<file path="config.mk">
export PLATFORM = sky130hd
export DESIGN_NAME = cmpc_controller
export DESIGN_NICKNAME = d
export VERILOG_FILES = /design/src/inc/cmpc_pkg.sv /design/src/hdl/cmpc_controller.sv
export SDC_FILE = /design/constraint.sdc
export NUM_CORES = 1
export LEC_CHECK = 0
export BUFFER_PORTS_ARGS = -buffer_cell sky130_fd_sc_hd__buf_2
export CORE_ASPECT_RATIO = 0.9
export CORE_UTILIZATION = 42
export CTS_BUF_LIST = sky130_fd_sc_hd__clkbuf_8 sky130_fd_sc_hd__clkbuf_16
export DETAILED_ROUTE_END_ITERATION = 7
export PLACE_DENSITY = 0.87
export REMOVE_ABC_BUFFERS = 1
export SLEW_MARGIN = 15
export SYNTH_ARGS = -nofsm -noshare
export SYNTH_HDL_FRONTEND = slang
export SYNTH_SLANG_ARGS = --single-unit
</file>
<file path="constraint.sdc">
create_clock -name clk_in -period 1.75 [get_ports clk_in]
set_input_delay 0.0875 -clock clk_in [delete_from_list [all_inputs] [get_ports clk_in]]
set_output_delay 0.0875 -clock clk_in [all_outputs]
set_load 0.1 [all_outputs]
</file>
<file path="src/inc/cmpc_pkg.sv">
// Behaviour
// - Mode pin captured when reset releases.
// - Pin 1 normal mode, 0 special mode.
// - Mode bit readable; only special-to-normal writable.
// - Normal mode: CPU fetches after reset.
// - Special mode: debug state right after reset.
// - Debug state entered by controller request too.
// - Freeze output while debugging, if enabled.
// - Debug serial link works in stop if debug enabled.
// - Run mode clocks the whole device.
// - Wait instruction stops CPU and its clock.
// - Peripherals stay clocked in wait mode.
// - Reset, interrupt pins or irq end wait.
// - Pseudo-stop: system clocks off, oscillator on.
// - Stop: oscillator and all clocks off.
// - Only enabled stop sources wake from stop.
// - Debug enabled in stop: regulator, oscillator run.
// - Debug plus clocks-in-stop bit: all clocks on.
// - Bit clear: only debug serial clock runs.
// - Debug enabled in stop: voltage monitor on.
package cmpc_pkg;
   localparam logic [3:0] REG_CTRL    = 4'h0;
   localparam logic [3:0] REG_WAKE_EN = 4'h4;
   localparam logic [3:0] REG_MODE    = 4'h8;
   localparam logic [3:0] REG_STATUS  = 4'hc;
   localparam int CTRL_FREEZE_BIT   = 0;
   localparam int CTRL_CLK_STOP_BIT = 1;
   localparam int CTRL_PSTOP_BIT    = 2;
   localparam int STAT_BDM_BIT      = 4;
   localparam int WAKE_SRC_W        = 5;
   localparam logic [2:0] CTRL_RESET    = 3'h0;
   localparam logic [4:0] WAKE_EN_RESET = 5'h00;
   localparam logic MODE_NORMAL  = 1'b1;
   localparam logic MODE_SPECIAL = 1'b0;
   localparam logic [1:0] RESP_OKAY   = 2'h0;
   localparam logic [1:0] RESP_SLVERR = 2'h2;
   localparam logic [2:0] CODE_RUN     = 3'h0;
   localparam logic [2:0] CODE_WAIT    = 3'h1;
   localparam logic [2:0] CODE_PSTOP   = 3'h2;
   localparam logic [2:0] CODE_STOP    = 3'h3;
   localparam logic [2:0] CODE_RESTORE = 3'h4;
   localparam int CLK_PERIOD_NS   = 100;
   localparam int RESTORE_TIME_NS = 300;
   localparam logic [3:0] RESTORE_CYCLES =
      4'((RESTORE_TIME_NS + CLK_PERIOD_NS - 1) / CLK_PERIOD_NS);
   typedef enum logic [2:0] {PWR_RUN, PWR_WAIT, PWR_PSTOP, PWR_STOP, PWR_RESTORE} cmpc_pwr_type;
endpackage : cmpc_pkg

</file>
<file path="src/hdl/cmpc_controller.sv">
`timescale 1ns/1ps
`default_nettype none
module cmpc_controller (
   input  wire logic        clk_in,
   input  wire logic        rst_n_in,
   input  wire logic        mode_config_pin_in,
   input  wire logic        debug_controller_en_in,
   input  wire logic        bdm_enter_req_in,
   input  wire logic        bdm_exit_req_in,
   input  wire logic        wait_instruction_in,
   input  wire logic        stop_instruction_in,
   input  wire logic        nonmaskable_irq_pin_in,
   input  wire logic        irq_pin_in,
   input  wire logic        unmasked_irq_in,
   input  wire logic [4:0]  stop_wake_src_in,
   input  wire logic [3:0]  s_axi_awaddr,
   input  wire logic        s_axi_awvalid,
   output logic             s_axi_awready,
   input  wire logic [31:0] s_axi_wdata,
   input  wire logic [3:0]  s_axi_wstrb,
   input  wire logic        s_axi_wvalid,
   output logic             s_axi_wready,
   output logic [1:0]       s_axi_bresp,
   output logic             s_axi_bvalid,
   input  wire logic        s_axi_bready,
   input  wire logic [3:0]  s_axi_araddr,
   input  wire logic        s_axi_arvalid,
   output logic             s_axi_arready,
   output logic [31:0]      s_axi_rdata,
   output logic [1:0]       s_axi_rresp,
   output logic             s_axi_rvalid,
   input  wire logic        s_axi_rready,
   output logic             chip_mode_value_out,
   output logic             background_debug_state_out,
   output logic             freeze_out,
   output logic             cpu_run_out,
   output logic             cpu_clk_en_out,
   output logic             bus_clk_en_out,
   output logic             periph_clk_en_out,
   output logic             lowpower_unit_clk_en_out,
   output logic             osc_en_out,
   output logic             debug_serial_clk_en_out,
   output logic             regulator_full_perf_out,
   output logic             voltage_monitor_en_out
);
   cmpc_pkg::cmpc_pwr_type state_reg;
   cmpc_pkg::cmpc_pwr_type state_next;
   logic       strap_done_reg;
   logic       mode_reg;
   logic       bdm_reg;
   logic [2:0] ctrl_reg;
   logic [4:0] wake_en_reg;
   logic [3:0] restore_cnt_reg;
   logic       wr_go;
   logic       wr_ok;
   logic       clk_stop;
   logic       dbg_stop;
   logic       stop_wake;
   logic       cpu_c;
   logic       bus_c;
   logic       per_c;
   logic       lpu_c;
   logic       osc_c;
   logic       dsc_c;
   logic       reg_c;
   logic       vm_c;

   // Write address and data are taken together on one edge, so no half write is ever held.
   assign wr_go = s_axi_awvalid && s_axi_wvalid && s_axi_awready;
   assign wr_ok = wr_go && s_axi_wstrb[0];
   assign clk_stop = ctrl_reg[cmpc_pkg::CTRL_CLK_STOP_BIT];
   assign dbg_stop = debug_controller_en_in && clk_stop;
   assign stop_wake = |(stop_wake_src_in & wake_en_reg);

   always_ff @(posedge clk_in or negedge rst_n_in) begin
      if (!rst_n_in) begin
         s_axi_awready <= 1'b0;
         s_axi_wready  <= 1'b0;
         s_axi_bvalid  <= 1'b0;
         s_axi_bresp   <= cmpc_pkg::RESP_OKAY;
      end else begin
         s_axi_awready <= s_axi_awvalid && s_axi_wvalid && !s_axi_awready && !s_axi_bvalid;
         s_axi_wready  <= s_axi_awvalid && s_axi_wvalid && !s_axi_awready && !s_axi_bvalid;
         if (wr_go) begin
            s_axi_bvalid <= 1'b1;
            s_axi_bresp  <= (s_axi_awaddr == cmpc_pkg::REG_STATUS) ? cmpc_pkg::RESP_SLVERR
                                                                    : cmpc_pkg::RESP_OKAY;
         end else if (s_axi_bready) begin
            s_axi_bvalid <= 1'b0;
         end
      end
   end

   always_ff @(posedge clk_in or negedge rst_n_in) begin
      if (!rst_n_in) begin
         s_axi_arready <= 1'b0;
         s_axi_rvalid  <= 1'b0;
         s_axi_rdata   <= 32'h0000_0000;
         s_axi_rresp   <= cmpc_pkg::RESP_OKAY;
      end else begin
         s_axi_arready <= s_axi_arvalid && !s_axi_arready && !s_axi_rvalid;
         if (s_axi_arvalid && s_axi_arready) begin
            s_axi_rvalid <= 1'b1;
            s_axi_rresp  <= cmpc_pkg::RESP_OKAY;
            s_axi_rdata  <= 32'h0000_0000;
            case (s_axi_araddr)
               cmpc_pkg::REG_CTRL:    s_axi_rdata[2:0] <= ctrl_reg;
               cmpc_pkg::REG_WAKE_EN: s_axi_rdata[4:0] <= wake_en_reg;
               cmpc_pkg::REG_MODE:    s_axi_rdata[0]   <= mode_reg;
               cmpc_pkg::REG_STATUS: begin
                  s_axi_rdata[cmpc_pkg::STAT_BDM_BIT] <= bdm_reg;
                  case (state_reg)
                     cmpc_pkg::PWR_WAIT:    s_axi_rdata[2:0] <= cmpc_pkg::CODE_WAIT;
                     cmpc_pkg::PWR_PSTOP:   s_axi_rdata[2:0] <= cmpc_pkg::CODE_PSTOP;
                     cmpc_pkg::PWR_STOP:    s_axi_rdata[2:0] <= cmpc_pkg::CODE_STOP;
                     cmpc_pkg::PWR_RESTORE: s_axi_rdata[2:0] <= cmpc_pkg::CODE_RESTORE;
                     default:               s_axi_rdata[2:0] <= cmpc_pkg::CODE_RUN;
                  endcase
               end
               default: s_axi_rresp <= cmpc_pkg::RESP_SLVERR;
            endcase
         end else if (s_axi_rready) begin
            s_axi_rvalid <= 1'b0;
         end
      end
   end

   always_ff @(posedge clk_in or negedge rst_n_in) begin
      if (!rst_n_in) begin
         ctrl_reg    <= cmpc_pkg::CTRL_RESET;
         wake_en_reg <= cmpc_pkg::WAKE_EN_RESET;
      end else if (wr_ok && s_axi_awaddr == cmpc_pkg::REG_CTRL) begin
         ctrl_reg <= s_axi_wdata[2:0];
      end else if (wr_ok && s_axi_awaddr == cmpc_pkg::REG_WAKE_EN) begin
         wake_en_reg <= s_axi_wdata[4:0];
      end
   end

   // The pin cannot be loaded under the asynchronous reset, so it is caught at the first edge.
   always_ff @(posedge clk_in or negedge rst_n_in) begin
      if (!rst_n_in) begin
         strap_done_reg <= 1'b0;
         mode_reg       <= cmpc_pkg::MODE_SPECIAL;
      end else if (!strap_done_reg) begin
         strap_done_reg <= 1'b1;
         mode_reg       <= mode_config_pin_in;
      end else if (wr_ok && s_axi_awaddr == cmpc_pkg::REG_MODE
                   && s_axi_wdata[0] == cmpc_pkg::MODE_NORMAL) begin
         mode_reg <= cmpc_pkg::MODE_NORMAL;
      end
   end

   always_ff @(posedge clk_in or negedge rst_n_in) begin
      if (!rst_n_in) begin
         bdm_reg <= 1'b0;
      end else if (!strap_done_reg) begin
         bdm_reg <= (mode_config_pin_in == cmpc_pkg::MODE_SPECIAL);
      end else if (bdm_enter_req_in && debug_controller_en_in) begin
         bdm_reg <= 1'b1;
      end else if (bdm_exit_req_in) begin
         bdm_reg <= 1'b0;
      end
   end

   always_comb begin
      state_next = state_reg;
      case (state_reg)
         cmpc_pkg::PWR_RUN: begin
            if (strap_done_reg && wait_instruction_in) begin
               state_next = cmpc_pkg::PWR_WAIT;
            end else if (strap_done_reg && stop_instruction_in) begin
               state_next = ctrl_reg[cmpc_pkg::CTRL_PSTOP_BIT] ? cmpc_pkg::PWR_PSTOP
                                                               : cmpc_pkg::PWR_STOP;
            end
         end
         cmpc_pkg::PWR_WAIT: begin
            if (nonmaskable_irq_pin_in || irq_pin_in || unmasked_irq_in) begin
               state_next = cmpc_pkg::PWR_RESTORE;
            end
         end
         cmpc_pkg::PWR_PSTOP: begin
            if (unmasked_irq_in || stop_wake) begin
               state_next = cmpc_pkg::PWR_RESTORE;
            end
         end
         cmpc_pkg::PWR_STOP: begin
            if (stop_wake) begin
               state_next = cmpc_pkg::PWR_RESTORE;
            end
         end
         cmpc_pkg::PWR_RESTORE: begin
            if (restore_cnt_reg == cmpc_pkg::RESTORE_CYCLES) begin
               state_next = cmpc_pkg::PWR_RUN;
            end
         end
         default: state_next = cmpc_pkg::PWR_RUN;
      endcase
   end

   always_ff @(posedge clk_in or negedge rst_n_in) begin
      if (!rst_n_in) begin
         state_reg       <= cmpc_pkg::PWR_RUN;
         restore_cnt_reg <= 4'h0;
      end else begin
         state_reg <= state_next;
         // The count gives the oscillator and dividers time to settle before code runs.
         if (state_reg == cmpc_pkg::PWR_RESTORE) begin
            restore_cnt_reg <= restore_cnt_reg + 4'h1;
         end else begin
            restore_cnt_reg <= 4'h0;
         end
      end
   end

   always_comb begin
      cpu_c = 1'b1;
      bus_c = 1'b1;
      per_c = 1'b1;
      lpu_c = 1'b1;
      osc_c = 1'b1;
      dsc_c = 1'b1;
      reg_c = 1'b1;
      vm_c  = 1'b1;
      case (state_reg)
         cmpc_pkg::PWR_WAIT: begin
            cpu_c = 1'b0;
         end
         cmpc_pkg::PWR_PSTOP: begin
            cpu_c = dbg_stop;
            bus_c = dbg_stop;
            per_c = dbg_stop;
            dsc_c = debug_controller_en_in;
            reg_c = debug_controller_en_in;
            vm_c  = debug_controller_en_in;
         end
         cmpc_pkg::PWR_STOP: begin
            cpu_c = dbg_stop;
            bus_c = dbg_stop;
            per_c = dbg_stop;
            lpu_c = dbg_stop;
            osc_c = debug_controller_en_in;
            dsc_c = debug_controller_en_in;
            reg_c = debug_controller_en_in;
            vm_c  = debug_controller_en_in;
         end
         cmpc_pkg::PWR_RESTORE: begin
            cpu_c = 1'b0;
         end
         default: cpu_c = 1'b1;
      endcase
   end

   always_ff @(posedge clk_in or negedge rst_n_in) begin
      if (!rst_n_in) begin
         cpu_clk_en_out           <= 1'b0;
         bus_clk_en_out           <= 1'b0;
         periph_clk_en_out        <= 1'b0;
         lowpower_unit_clk_en_out <= 1'b0;
         osc_en_out               <= 1'b0;
         debug_serial_clk_en_out  <= 1'b0;
         regulator_full_perf_out  <= 1'b0;
         voltage_monitor_en_out   <= 1'b0;
         cpu_run_out              <= 1'b0;
         chip_mode_value_out      <= cmpc_pkg::MODE_SPECIAL;
         background_debug_state_out <= 1'b0;
         freeze_out               <= 1'b0;
      end else begin
         cpu_clk_en_out           <= cpu_c;
         bus_clk_en_out           <= bus_c;
         periph_clk_en_out        <= per_c;
         lowpower_unit_clk_en_out <= lpu_c;
         osc_en_out               <= osc_c;
         debug_serial_clk_en_out  <= dsc_c;
         regulator_full_perf_out  <= reg_c;
         voltage_monitor_en_out   <= vm_c;
         cpu_run_out <= strap_done_reg && !bdm_reg && state_reg == cmpc_pkg::PWR_RUN;
         chip_mode_value_out <= mode_reg;
         background_debug_state_out <= bdm_reg;
         freeze_out <= bdm_reg && ctrl_reg[cmpc_pkg::CTRL_FREEZE_BIT];
      end
   end
endmodule : cmpc_controller
`default_nettype wire

</file>
==> reports/summary.json, run 1 <==
{
  "status": {"value": "complete, no violations"},
  "min_delay_startpoint": {"value": "wait_instruction_in"},
  "cts.htree.levels": {"value": 2},
  "route.detailed.drc": {"value": 0},
  "actual_transition_at_the_worst_max_transition_pin": {"value": 802, "unit": "ps"},
  "finalSetupViolations": {"value": 0},
  "clock_root_buffer": {"value": "sky130_fd_sc_hd__clkbuf_8"},
  "cts-root-to-sink-buffers": {"value": 2},
  "synth_area": {"value": 0.00186, "unit": "mm²"},
  "required": {"value": 1920, "unit": "ps"},
  "grt_pass1_vias": {"value": 1192},
  "hold_path_end": {"value": "state_reg[1]"},
  "fin_crit_sh": {"value": 89.3, "unit": "%"},
  "cap_viol_max_count": {"value": 0},
  "cts.clk_slew.worst_paths": {"value": 70, "unit": "ps"},
  "synth_area_leader_cell": {"value": "sky130_fd_sc_hd__dfrtp_1"},
  "vias": {"value": 1292},
  "design_power_total": {"value": 2.75, "unit": "mW"},
  "clkSinkCount": {"value": 38},
  "drt-vias-per-instance": {"value": 4.41},
  "synth_top_area_share": {"value": 51.2, "unit": "%"},
  "netlist_top_cells_count": {"value": "38 x sky130_fd_sc_hd__dfrtp_1, 33 x sky130_fd_sc_hd__buf_4, 12 x sky130_fd_sc_hd__nand2_1, 12 x sky130_fd_sc_hd__nor2_1, 11 x sky130_fd_sc_hd__inv_1"},
  "synth.yosys.warnings": {"value": 0},
  "dp_hpwl": {"value": 2640, "unit": "µm"},
  "rows": {"value": 22},
  "most_used_flip_flop_cell_after_synthesis": {"value": "sky130_fd_sc_hd__dfrtp_1"},
  "irDropWorstVdd": {"value": 0.410, "unit": "mV"},
  "ff2ff_path_depth": {"value": 3},
  "nNetsFinal": {"value": 299},
  "critPathTopFamily": {"value": "simple AND/OR/NAND/NOR gates"},
  "number_of_cells_produced_by_synthesis": {"value": 171},
  "dr.first_iter.drc_count": {"value": 63},
  "cpPeakStageDelay": {"value": 570, "unit": "ps"},
  "final-hold-violation-count": {"value": 0},
  "terminus_of_the_critical_flop_to_flop_path": {"value": "wake_en_reg[1]"},
  "seq_area_frac_synth": {"value": 51.2, "unit": "%"},
  "gr-usage-all-layers": {"value": 15.2, "unit": "%"},
  "synth_cell_types": {"value": 43},
  "power-per-cell-area": {"value": 1250, "unit": "mW/mm²"},
  "timing.final.crit_period": {"value": 1560, "unit": "ps"},
  "cts_hold_repair.buffers": {"value": 4},
  "ff2ff_setup_slack": {"value": 190, "unit": "ps"},
  "synthToLayoutAreaGrowth": {"value": 17.9, "unit": "%"},
  "grt_setup_unrepaired": {"value": "false"},
  "coreArea": {"value": 0.00416, "unit": "mm²"},
  "ios": {"value": 118},
  "finish.utilization": {"value": 52.7, "unit": "%"},
  "synth-edff-count": {"value": 0},
  "first_pass_iters": {"value": 4},
  "setup.worst_path.end_class": {"value": "flip-flop"},
  "ys_ff_latch": {"value": 38},
  "grt_overflow": {"value": 0},
  "number_of_inserted_diodes": {"value": 0},
  "grt_max_degree": {"value": 39},
  "critPathLaunch": {"value": "s_axi_wready"},
  "drive_gt1_share": {"value": 34.3, "unit": "%"},
  "crit_path_top_delay_cell": {"value": "sky130_fd_sc_hd__or4_4"},
  "cts-resized-gates": {"value": 0},
  "async_flop_share": {"value": 100, "unit": "%"},
  "synth_area_leaders": {"value": "sky130_fd_sc_hd__dfrtp_1 51%, sky130_fd_sc_hd__buf_4 13%, sky130_fd_sc_hd__mux2_4 4.0%"},
  "cts_buffers": {"value": 5},
  "worstSetupPathType": {"value": "flip-flop to flip-flop"},
  "slew_headroom": {"value": 46.6, "unit": "%"},
  "drt_wl_total": {"value": 3430, "unit": "µm"},
  "tritoncts": {"value": "yes"},
  "fp.dieArea": {"value": 0.00469, "unit": "mm²"},
  "worstPathBufferInverterCount": {"value": 0},
  "antenna_found_initial": {"value": 0},
  "crit-reg2reg-launch": {"value": "s_axi_wready"},
  "worstHoldPathType": {"value": "input pin to flip-flop"},
  "critical_path_cell_by_cell": {"value": "nand3_2, or4_4, mux2_4"},
  "grt_pass1_wl": {"value": 5290, "unit": "µm"},
  "die_y": {"value": 65.1, "unit": "µm"},
  "die_x": {"value": 72.1, "unit": "µm"},
  "arrival": {"value": 1740, "unit": "ps"},
  "worst_setup_path_start_kind": {"value": "flip-flop"},
  "postSynthAreaPerCell": {"value": 10.9, "unit": "µm²"},
  "number_of_nets_with_antenna_violations_after_detailed_routing": {"value": 0},
  "finalClockSkew": {"value": 4.43, "unit": "ps"},
  "path_max_fanout": {"value": 6},
  "total_of_buffers_placed_on_input_and_output_ports": {"value": 58},
  "most_frequently_used_cell_type_in_the_post_synthesis_netlist": {"value": "sky130_fd_sc_hd__dfrtp_1"},
  "power.static_leakage": {"value": 1.14, "unit": "nW"},
  "max_clock_freq": {"value": 640, "unit": "MHz"},
  "clock_latency": {"value": 290, "unit": "ps"},
  "maxSlewViolCount": {"value": 0},
  "initial_utilization": {"value": 44.7, "unit": "%"},
  "finalWeightedCongestion": {"value": 0.810},
  "cts_setup_buffers": {"value": 0},
  "timing.hold.worst_path_depth": {"value": 2},
  "wl_per_cell": {"value": 11.7, "unit": "µm"}
}
## final cells by class
cell class                      count  area, µm²
Clock buffer                        5       68.8
Multi-Input combinational cell    113        699
Clock inverter                      2       10.0
Inverter                           11       41.3
Fill cell                         369       1970
Timing Repair Buffer               64        345
Tap cell                           60       75.1
Sequential cell                    38        951
## cell usage in the layout, fill, tap and decap left out, types with 2 or more instances in the layout
master / Yosys / final
sky130_fd_sc_hd__buf_2: 1 / 58
sky130_fd_sc_hd__dfrtp_1: 38 / 38
sky130_fd_sc_hd__conb_1: 2 / 30
sky130_fd_sc_hd__nor2_1: 12 / 12
sky130_fd_sc_hd__nand2_1: 12 / 12
sky130_fd_sc_hd__inv_1: 11 / 11
sky130_fd_sc_hd__mux2_4: 5 / 5
sky130_fd_sc_hd__clkbuf_8: 0 / 5
sky130_fd_sc_hd__a21oi_1: 4 / 4
sky130_fd_sc_hd__o21ai_0: 4 / 4
sky130_fd_sc_hd__dlygate4sd3_1: 0 / 4
sky130_fd_sc_hd__nand3_1: 3 / 3
sky130_fd_sc_hd__mux2_2: 3 / 3
sky130_fd_sc_hd__o22ai_1: 3 / 3
sky130_fd_sc_hd__mux2i_1: 3 / 3
sky130_fd_sc_hd__a22o_1: 3 / 3
sky130_fd_sc_hd__xnor2_1: 2 / 2
sky130_fd_sc_hd__nand2b_1: 2 / 2
sky130_fd_sc_hd__nor3b_1: 2 / 2
sky130_fd_sc_hd__nor3_1: 2 / 2
sky130_fd_sc_hd__nor4_1: 2 / 2
sky130_fd_sc_hd__clkinv_2: 0 / 2
sky130_fd_sc_hd__buf_4: 33 / 2
## metrics by stage
stage	hold slack, ps	area (µm²)	setup WS [ps]	TNS (ps)	std cells
3_5_place_dp	214	2070	186	0	282
2_1_floorplan	-208	1690	-1060	-11460	162
5_1_grt	9.36	2190	141	0	293
3_3_place_gp	212	2070	239	0	282
6_report	18.6	2190	187	0	293
4_1_cts	13.8	2190	181	0	293
## cells by family (layout without fill, tap and decap cells)
| group | after synthesis | in the layout | share of synthesized area [%] |
|---|---|---|---|
| compound gates | 23 | 23 | 8.62 |
| buf+inv | 48 | 82 | 16.8 |
| xor+xnor | 3 | 3 | 1.41 |
| fa+ha+maj | 1 | 1 | 0.673 |
| other cells | 2 | 30 | 0.404 |
| mux | 12 | 12 | 8.69 |
| simple gates | 44 | 44 | 12.2 |
| flops | 38 | 38 | 51.2 |
## worst max path at each step
stage	to	slack (ps)	cells after the start
2_1_floorplan	wake_en_reg[0]	-1060	3
3_3_place_gp	wake_en_reg[1]	240	3
3_5_place_dp	wake_en_reg[3]	190	3
4_1_cts	wake_en_reg[1]	180	3
5_1_grt	wake_en_reg[3]	140	3
6_report	wake_en_reg[1]	190	3
## power breakdown
| part | internal [mW] | total, mW | switching, mW |
|---|---|---|---|
| clock | 0.267 | 0.544 | 0.278 |
| sequential | 0.982 | 1.07 | 0.0866 |
| combinational | 0.222 | 1.14 | 0.913 |
| total | 1.47 | 2.75 | 1.28 |
## per-layer routing
metal  vias up  global-route usage [%]  wire length (µm)
met1       591                    18.1              1560
met2        58                    25.4              1610
met3         4                    4.45               210
met5         -                       0                 0
li1        639                       -                 -
met4         0                    7.11                45
No activity file was read; power rests on OpenSTA's default activity.
==> run 2, diff against run 1 <==
--- a/config.mk
+++ b/config.mk
@@ -6,7 +6,7 @@
 export NUM_CORES = 1
 export LEC_CHECK = 0
 export BUFFER_PORTS_ARGS = -buffer_cell sky130_fd_sc_hd__buf_2
-export CORE_ASPECT_RATIO = 0.9
+export CORE_ASPECT_RATIO = 1.4
 export CORE_UTILIZATION = 42
 export CTS_BUF_LIST = sky130_fd_sc_hd__clkbuf_8 sky130_fd_sc_hd__clkbuf_16
 export DETAILED_ROUTE_END_ITERATION = 7
==> run 2 against run 1 <==
Die area is essentially flat. Register-to-register slack hardly changed. Clock power rose by 9.0%. Count of clock-buffer cells in the layout up 1. Global-route usage is 0.62 points higher. Highest routed layer unchanged.
==> reports/summary.json, run 2 (synthesis results as in run 1) <==
{
  "critical_path_cell_by_cell": {"value": "nand3_2, or4_4, mux2_4"},
  "terminus_of_the_critical_flop_to_flop_path": {"value": "wake_en_reg[3]"},
  "gr-usage-all-layers": {"value": 15.8, "unit": "%", "change": "+0.62 points"},
  "cts-resized-gates": {"value": 0, "change": "unchanged"},
  "ff2ff_setup_slack": {"value": 200, "unit": "ps", "change": "about the same"},
  "actual_transition_at_the_worst_max_transition_pin": {"value": 814, "unit": "ps", "change": "+11.9 ps"},
  "dp_hpwl": {"value": 2610, "unit": "µm", "change": "-0.90%"},
  "critPathTopFamily": {"value": "simple AND/OR/NAND/NOR gates"},
  "total_of_buffers_placed_on_input_and_output_ports": {"value": 58, "change": "unchanged"},
  "top_routing_layer_used": {"value": "met4"},
  "cts_setup_buffers": {"value": 0, "change": "unchanged"},
  "power.static_leakage": {"value": 1.15, "unit": "nW", "change": "+0.76%"},
  "ff2ff_path_depth": {"value": 3, "change": "unchanged"},
  "drt-vias-per-instance": {"value": 4.52, "change": "+2.5%"},
  "timing.hold.worst_path_depth": {"value": 2, "change": "unchanged"},
  "tritoncts": {"value": "yes"},
  "grt_overflow": {"value": 0, "change": "unchanged"},
  "first_pass_iters": {"value": 4, "change": "unchanged"},
  "worstPathBufferInverterCount": {"value": 0, "change": "unchanged"},
  "worst_setup_path_start_kind": {"value": "flip-flop"},
  "drive_gt1_share": {"value": 34.2, "unit": "%", "change": "-0.15 points"},
  "cap_viol_max_count": {"value": 0, "change": "unchanged"},
  "multi_input_area": {"value": 699, "unit": "µm²", "change": "unchanged"},
  "design_power_total": {"value": 2.80, "unit": "mW", "change": "+1.8%"},
  "vias": {"value": 1329, "change": "+2.9%"},
  "layoutNonFillerInstCount": {"value": 294, "change": "+0.34%"},
  "clkSinkCount": {"value": 38, "change": "unchanged"},
  "antenna_found_initial": {"value": 0, "change": "unchanged"},
  "power-per-cell-area": {"value": 1270, "unit": "mW/mm²", "change": "+1.2%"},
  "grt_pass1_vias": {"value": 1206, "change": "+1.2%"},
  "wl_per_cell": {"value": 11.4, "unit": "µm", "change": "-2.8%"},
  "min_delay_startpoint": {"value": "wait_instruction_in"},
  "arrival": {"value": 1720, "unit": "ps", "change": "-20 ps"},
  "finalClockSkew": {"value": 2.31, "unit": "ps", "change": "-2.12 ps"},
  "worstSetupPathType": {"value": "flip-flop to flip-flop"},
  "setup.worst_path.end_class": {"value": "flip-flop"},
  "finalWeightedCongestion": {"value": 0.862, "change": "+6.4%"},
  "path_max_fanout": {"value": 6, "change": "unchanged"},
  "dpl_worst_slack": {"value": 222, "unit": "ps", "change": "+35.7 ps"},
  "wirelength_met1": {"value": 1350, "unit": "µm", "change": "-14%"},
  "dr.first_iter.drc_count": {"value": 36, "change": "-43%"},
  "coreArea": {"value": 0.00424, "unit": "mm²", "change": "+2.0%"},
  "crit_path_top_delay_cell": {"value": "sky130_fd_sc_hd__or4_4"},
  "final-seq-area": {"value": 951, "unit": "µm²", "change": "unchanged"},
  "maxSlewViolCount": {"value": 0, "change": "unchanged"},
  "cts.htree.levels": {"value": 2, "change": "unchanged"},
  "hold_ws": {"value": 10.8, "unit": "ps", "change": "-7.85 ps"},
  "required": {"value": 1920, "unit": "ps", "change": "about the same"},
  "finalSetupViolations": {"value": 0, "change": "unchanged"},
  "fp.dieArea": {"value": 0.00470, "unit": "mm²", "change": "about the same"},
  "dpl-instance-area": {"value": 0.00207, "unit": "mm²", "change": "unchanged"},
  "worstHoldPathType": {"value": "input pin to flip-flop"},
  "timing.final.crit_period": {"value": 1550, "unit": "ps", "change": "-13.6 ps"},
  "cpPeakStageDelay": {"value": 580, "unit": "ps", "change": "about the same"},
  "grt_max_degree": {"value": 39, "change": "unchanged"},
  "grt_setup_unrepaired": {"value": "false"},
  "met2_routed_wl": {"value": 1710, "unit": "µm", "change": "+6.0%"},
  "cts_buffers": {"value": 5, "change": "unchanged"},
  "stdcell_area": {"value": 0.00220, "unit": "mm²", "change": "+0.57%"},
  "cts.clk_slew.worst_paths": {"value": 70, "unit": "ps", "change": "about the same"},
  "irDropWorstVdd": {"value": 0.608, "unit": "mV", "change": "+48%"},
  "drt_wl_total": {"value": 3340, "unit": "µm", "change": "-2.5%"},
  "cts_hold_repair.buffers": {"value": 4, "change": "unchanged"},
  "final_cell_mix": {"value": "58 x sky130_fd_sc_hd__buf_2, 38 x sky130_fd_sc_hd__dfrtp_1, 30 x sky130_fd_sc_hd__conb_1"},
  "rows": {"value": 28, "change": "+27%"},
  "fillers": {"value": 383, "change": "+3.8%"},
  "clock_latency": {"value": 280, "unit": "ps", "change": "about the same"},
  "number_of_nets_with_antenna_violations_after_detailed_routing": {"value": 0, "change": "unchanged"},
  "initial_utilization": {"value": 43.8, "unit": "%", "change": "-0.87 points"},
  "wl_met3": {"value": 226, "unit": "µm", "change": "+7.6%"},
  "route.detailed.drc": {"value": 0, "change": "unchanged"},
  "cts-root-to-sink-buffers": {"value": 2, "change": "unchanged"},
  "hold_path_end": {"value": "state_reg[1]"},
  "nNetsFinal": {"value": 299, "change": "unchanged"},
  "die_x": {"value": 58.2, "unit": "µm", "change": "-19%"},
  "grt_pass1_wl": {"value": 5440, "unit": "µm", "change": "+3.0%"},
  "number_of_inserted_diodes": {"value": 0, "change": "unchanged"},
  "status": {"value": "complete, no violations"},
  "crit-reg2reg-launch": {"value": "s_axi_wready"},
  "clock_root_buffer": {"value": "sky130_fd_sc_hd__clkbuf_8"},
  "die_y": {"value": 80.7, "unit": "µm", "change": "+24%"},
  "fin_crit_sh": {"value": 88.5, "unit": "%", "change": "-0.78 points"},
  "dp_cells": {"value": 282, "change": "unchanged"},
  "ios": {"value": 118, "change": "unchanged"},
  "slew_headroom": {"value": 45.8, "unit": "%", "change": "-0.79 points"},
  "max_clock_freq": {"value": 645, "unit": "MHz", "change": "+0.88%"},
  "final-hold-violation-count": {"value": 0, "change": "unchanged"},
  "synthToLayoutAreaGrowth": {"value": 18.6, "unit": "%"},
  "layout.cells.most_common": {"value": "sky130_fd_sc_hd__buf_2"},
  "timing.final.ws_setup": {"value": 201, "unit": "ps", "change": "+13.6 ps"}
}
==> run 2: cell count changes in the layout (fill, tap and decap cells not counted), sizes merged <==
cell,before,now
clkbuf,5,6
inv,11,12
clkinv,2,1
==> run 2: per-layer routing <==
layer	GRT usage, %	vias to the layer above
li1	-	639
met1	17.5	619
met2	27.7	64
met3	4.83	7
met4	6.90	0
met5	0	-
==> run 2: how the worst max path moves through the flow <==
stage	to	depth (start not counted)	slack, ps	startpoint
global placement	wake_en_reg[4]	3	230	s_axi_wready
finish	wake_en_reg[3]	3	200	s_axi_wready
CTS	wake_en_reg[3]	3	200	s_axi_wready
floorplan	wake_en_reg[0]	3	-1060	s_axi_wready
detailed placement	wake_en_reg[1]	3	220	s_axi_wready
global route	wake_en_reg[4]	3	130	s_axi_wready
==> run 2: where the power goes <==
group          internal, mW  switching, mW
logic                 0.221          0.914
clock network         0.311          0.282
registers             0.981         0.0884
total                  1.51           1.28
==> run 2: layout make-up <==
type | count | area share (%)
Timing Repair Buffer | 64 | 15.7
Inverter | 11 | 1.87
Tap cell | 60 | 3.41
Clock inverter | 2 | 0.398
Clock buffer | 6 | 3.75
Sequential cell | 38 | 43.2
Multi-Input combinational cell | 113 | 31.7
==> run 2: per-stage QoR <==
step | TNS, ps | utilization (%)
after floorplan | -11460 | -
after global placement | 0 | 48.9
after detailed placement | 0 | 48.9
after CTS | 0 | 52.0
after global routing | 0 | 52.0
final | 0 | 52.0
==> run 3, diff against run 2 <==
--- a/config.mk
+++ b/config.mk
@@ -11,7 +11,6 @@
 export CTS_BUF_LIST = sky130_fd_sc_hd__clkbuf_8 sky130_fd_sc_hd__clkbuf_16
 export DETAILED_ROUTE_END_ITERATION = 7
 export PLACE_DENSITY = 0.87
-export REMOVE_ABC_BUFFERS = 1
 export SLEW_MARGIN = 15
 export SYNTH_ARGS = -nofsm -noshare
 export SYNTH_HDL_FRONTEND = slang
==> constraint.sdc (replaced) <==
create_clock -name clk_in -period 1.75 [get_ports clk_in]
set_input_delay 0.525 -clock clk_in [delete_from_list [all_inputs] [get_ports clk_in]]
set_output_delay 0.525 -clock clk_in [all_outputs]
set_load 0.1 [all_outputs]
==> run 3 against run 2 <==
Global-route usage fell by 0.50 points. Non-clock buffer count fell by 1. Core utilization rose by 0.38 points. Setup slack got worse by 140 ps. Final area rose by 0.74%. Combinational power barely moved. Die area did not move. Count of clock-buffer cells in the layout rose by 2. Clock power rose by 14%. Hold slack improved by 140 ps.
==> reports/summary.json, run 3 (synthesis results as in run 1) <==
{
  "status": {"value": "complete, no violations"},
  "final_cell_mix": {"value": "58 x sky130_fd_sc_hd__buf_2, 34 x sky130_fd_sc_hd__dfrtp_1, 30 x sky130_fd_sc_hd__conb_1"},
  "final-hold-violation-count": {"value": 0, "change": "unchanged"},
  "cap_viol_max_count": {"value": 0, "change": "unchanged"},
  "finalSetupViolations": {"value": 0, "change": "unchanged"},
  "cts-root-to-sink-buffers": {"value": 2, "change": "unchanged"},
  "timing.final.crit_period": {"value": 1690, "unit": "ps", "change": "+138 ps"},
  "rows": {"value": 28, "change": "unchanged"},
  "cts.clk_slew.worst_paths": {"value": 70, "unit": "ps", "change": "about the same"},
  "grt_pass1_wl": {"value": 5250, "unit": "µm", "change": "-3.6%"},
  "coreArea": {"value": 0.00424, "unit": "mm²", "change": "unchanged"},
  "drt_wl_total": {"value": 3260, "unit": "µm", "change": "-2.4%"},
  "route.detailed.drc": {"value": 0, "change": "unchanged"},
  "synthToLayoutAreaGrowth": {"value": 19.5, "unit": "%"},
  "die_y": {"value": 80.7, "unit": "µm", "change": "unchanged"},
  "layout.cells.most_common": {"value": "sky130_fd_sc_hd__buf_2"},
  "fin_crit_sh": {"value": 96.4, "unit": "%", "change": "+7.9 points"},
  "critical_path_cell_by_cell": {"value": "buf_2"},
  "grt_pass1_vias": {"value": 1170, "change": "-3.0%"},
  "max_clock_freq": {"value": 593, "unit": "MHz", "change": "-8.2%"},
  "clkSinkCount": {"value": 38, "change": "unchanged"},
  "finalWeightedCongestion": {"value": 0.835, "change": "-3.1%"},
  "worstPathBufferInverterCount": {"value": 1, "change": "+1"},
  "vias": {"value": 1313, "change": "-1.2%"},
  "arrival": {"value": 1160, "unit": "ps", "change": "-560 ps"},
  "design_power_total": {"value": 2.87, "unit": "mW", "change": "+2.6%"},
  "cts-resized-gates": {"value": 0, "change": "unchanged"},
  "maxSlewViolCount": {"value": 0, "change": "unchanged"},
  "irDropWorstVdd": {"value": 0.606, "unit": "mV", "change": "-0.32%"},
  "grt_overflow": {"value": 0, "change": "unchanged"},
  "tritoncts": {"value": "yes"},
  "cpPeakStageDelay": {"value": 440, "unit": "ps", "change": "-140 ps"},
  "clock_latency": {"value": 290, "unit": "ps", "change": "about the same"},
  "cts.htree.levels": {"value": 2, "change": "unchanged"},
  "grt_setup_unrepaired": {"value": "false"},
  "crit_path_top_delay_cell": {"value": "sky130_fd_sc_hd__dfrtp_4"},
  "dp_hpwl": {"value": 2660, "unit": "µm", "change": "+1.8%"},
  "gr-usage-all-layers": {"value": 15.3, "unit": "%", "change": "-0.50 points"},
  "die_x": {"value": 58.2, "unit": "µm", "change": "unchanged"},
  "wl_per_cell": {"value": 11.1, "unit": "µm", "change": "-2.1%"},
  "ios": {"value": 118, "change": "unchanged"},
  "dr.first_iter.drc_count": {"value": 28, "change": "-22%"},
  "number_of_nets_with_antenna_violations_after_detailed_routing": {"value": 0, "change": "unchanged"},
  "power-per-cell-area": {"value": 1290, "unit": "mW/mm²", "change": "+1.9%"},
  "first_pass_iters": {"value": 4, "change": "unchanged"},
  "worstSetupPathType": {"value": "flip-flop to output port"},
  "antenna_found_initial": {"value": 0, "change": "unchanged"},
  "drt-vias-per-instance": {"value": 4.48, "change": "-0.87%"},
  "nNetsFinal": {"value": 298, "change": "-0.33%"},
  "dpl_worst_slack": {"value": -27.8, "unit": "ps", "change": "-250 ps"},
  "multi_input_area": {"value": 707, "unit": "µm²", "change": "+1.1%"},
  "worst_setup_path_start_kind": {"value": "flip-flop"},
  "power.static_leakage": {"value": 1.15, "unit": "nW", "change": "about the same"},
  "critPathTopFamily": {"value": "flip-flops"},
  "cts_buffers": {"value": 5, "change": "unchanged"},
  "grt_max_degree": {"value": 20, "change": "-49%"},
  "fp.dieArea": {"value": 0.00470, "unit": "mm²", "change": "unchanged"},
  "initial_utilization": {"value": 43.8, "unit": "%", "change": "unchanged"},
  "drive_gt1_share": {"value": 37.8, "unit": "%", "change": "+3.6 points"},
  "worstHoldPathType": {"value": "input pin to asynchronous set/reset pin"},
  "clock_root_buffer": {"value": "sky130_fd_sc_hd__clkbuf_8"},
  "cts_setup_buffers": {"value": 0, "change": "unchanged"},
  "ff2ff_setup_slack": {"value": 210, "unit": "ps", "change": "about the same"},
  "fillers": {"value": 393, "change": "+2.6%"},
  "total_of_buffers_placed_on_input_and_output_ports": {"value": 58, "change": "unchanged"},
  "finalClockSkew": {"value": 4.34, "unit": "ps", "change": "+2.03 ps"},
  "cts_hold_repair.buffers": {"value": 0, "change": "-4"},
  "final-seq-area": {"value": 958, "unit": "µm²", "change": "+0.79%"},
  "number_of_inserted_diodes": {"value": 0, "change": "unchanged"},
  "setup.worst_path.end_class": {"value": "output port"},
  "path_max_fanout": {"value": 4, "change": "-2"},
  "timing.final.ws_setup": {"value": 62.7, "unit": "ps", "change": "-138 ps"},
  "required": {"value": 1220, "unit": "ps", "change": "-700 ps"}
}
run 3: layout make-up:
| type | instances | share of cell area, % |
|---|---|---|
| sequential | 38 | 43.2 |
| multi-input combinational | 113 | 31.8 |
| tap | 60 | 3.38 |
| clock buffer | 8 | 4.96 |
| timing repair buffer | 63 | 14.8 |
| inverter | 11 | 1.86 |
run 3: path summary, 6_finish.rpt:
check / from / end / cells after the start
hold reg to reg: s_axi_rvalid / s_axi_arready / 1
min in group clk_in: s_axi_rready / s_axi_rvalid / 2
max in group asynchronous: rst_n_in / periph_clk_en_out / 2
setup reg to reg: state_reg[0] / state_reg[2] / 4
setup / recovery: s_axi_wready / s_axi_awready / 1
hold / removal: rst_n_in / s_axi_rvalid / 1
run 3: per-layer routing:
layer | wire (µm) | up-vias | GRT usage, % | part of all wire [%]
met4 | 70 | 0 | 8.33 | 2.1
li1 | - | 639 | - | -
met1 | 1300 | 610 | 17.2 | 40
met2 | 1650 | 59 | 25.1 | 51
met5 | 0 | - | 0 | 0
met3 | 239 | 5 | 5.64 | 7.3
run 3: power by group:
| group | switching [mW] | internal, mW | total (mW) |
|---|---|---|---|
| sequential | 0.0890 | 0.984 | 1.07 |
| combinational | 0.915 | 0.208 | 1.12 |
| clock | 0.279 | 0.397 | 0.676 |
run 3: stage by stage:
| stage | setup TNS (ps) | area [µm²] | util, % | cells | hold WS, ps |
|---|---|---|---|---|---|
| floorplan | -100 | 1980 | - | 199 | 229 |
| global placement | -64.0 | 2110 | 49.8 | 285 | 426 |
| detailed placement | -134 | 2110 | 49.8 | 285 | 433 |
| CTS | 0 | 2220 | 52.4 | 293 | 162 |
| global route | 0 | 2220 | 52.4 | 293 | 189 |
| finish | 0 | 2220 | 52.4 | 293 | 155 |
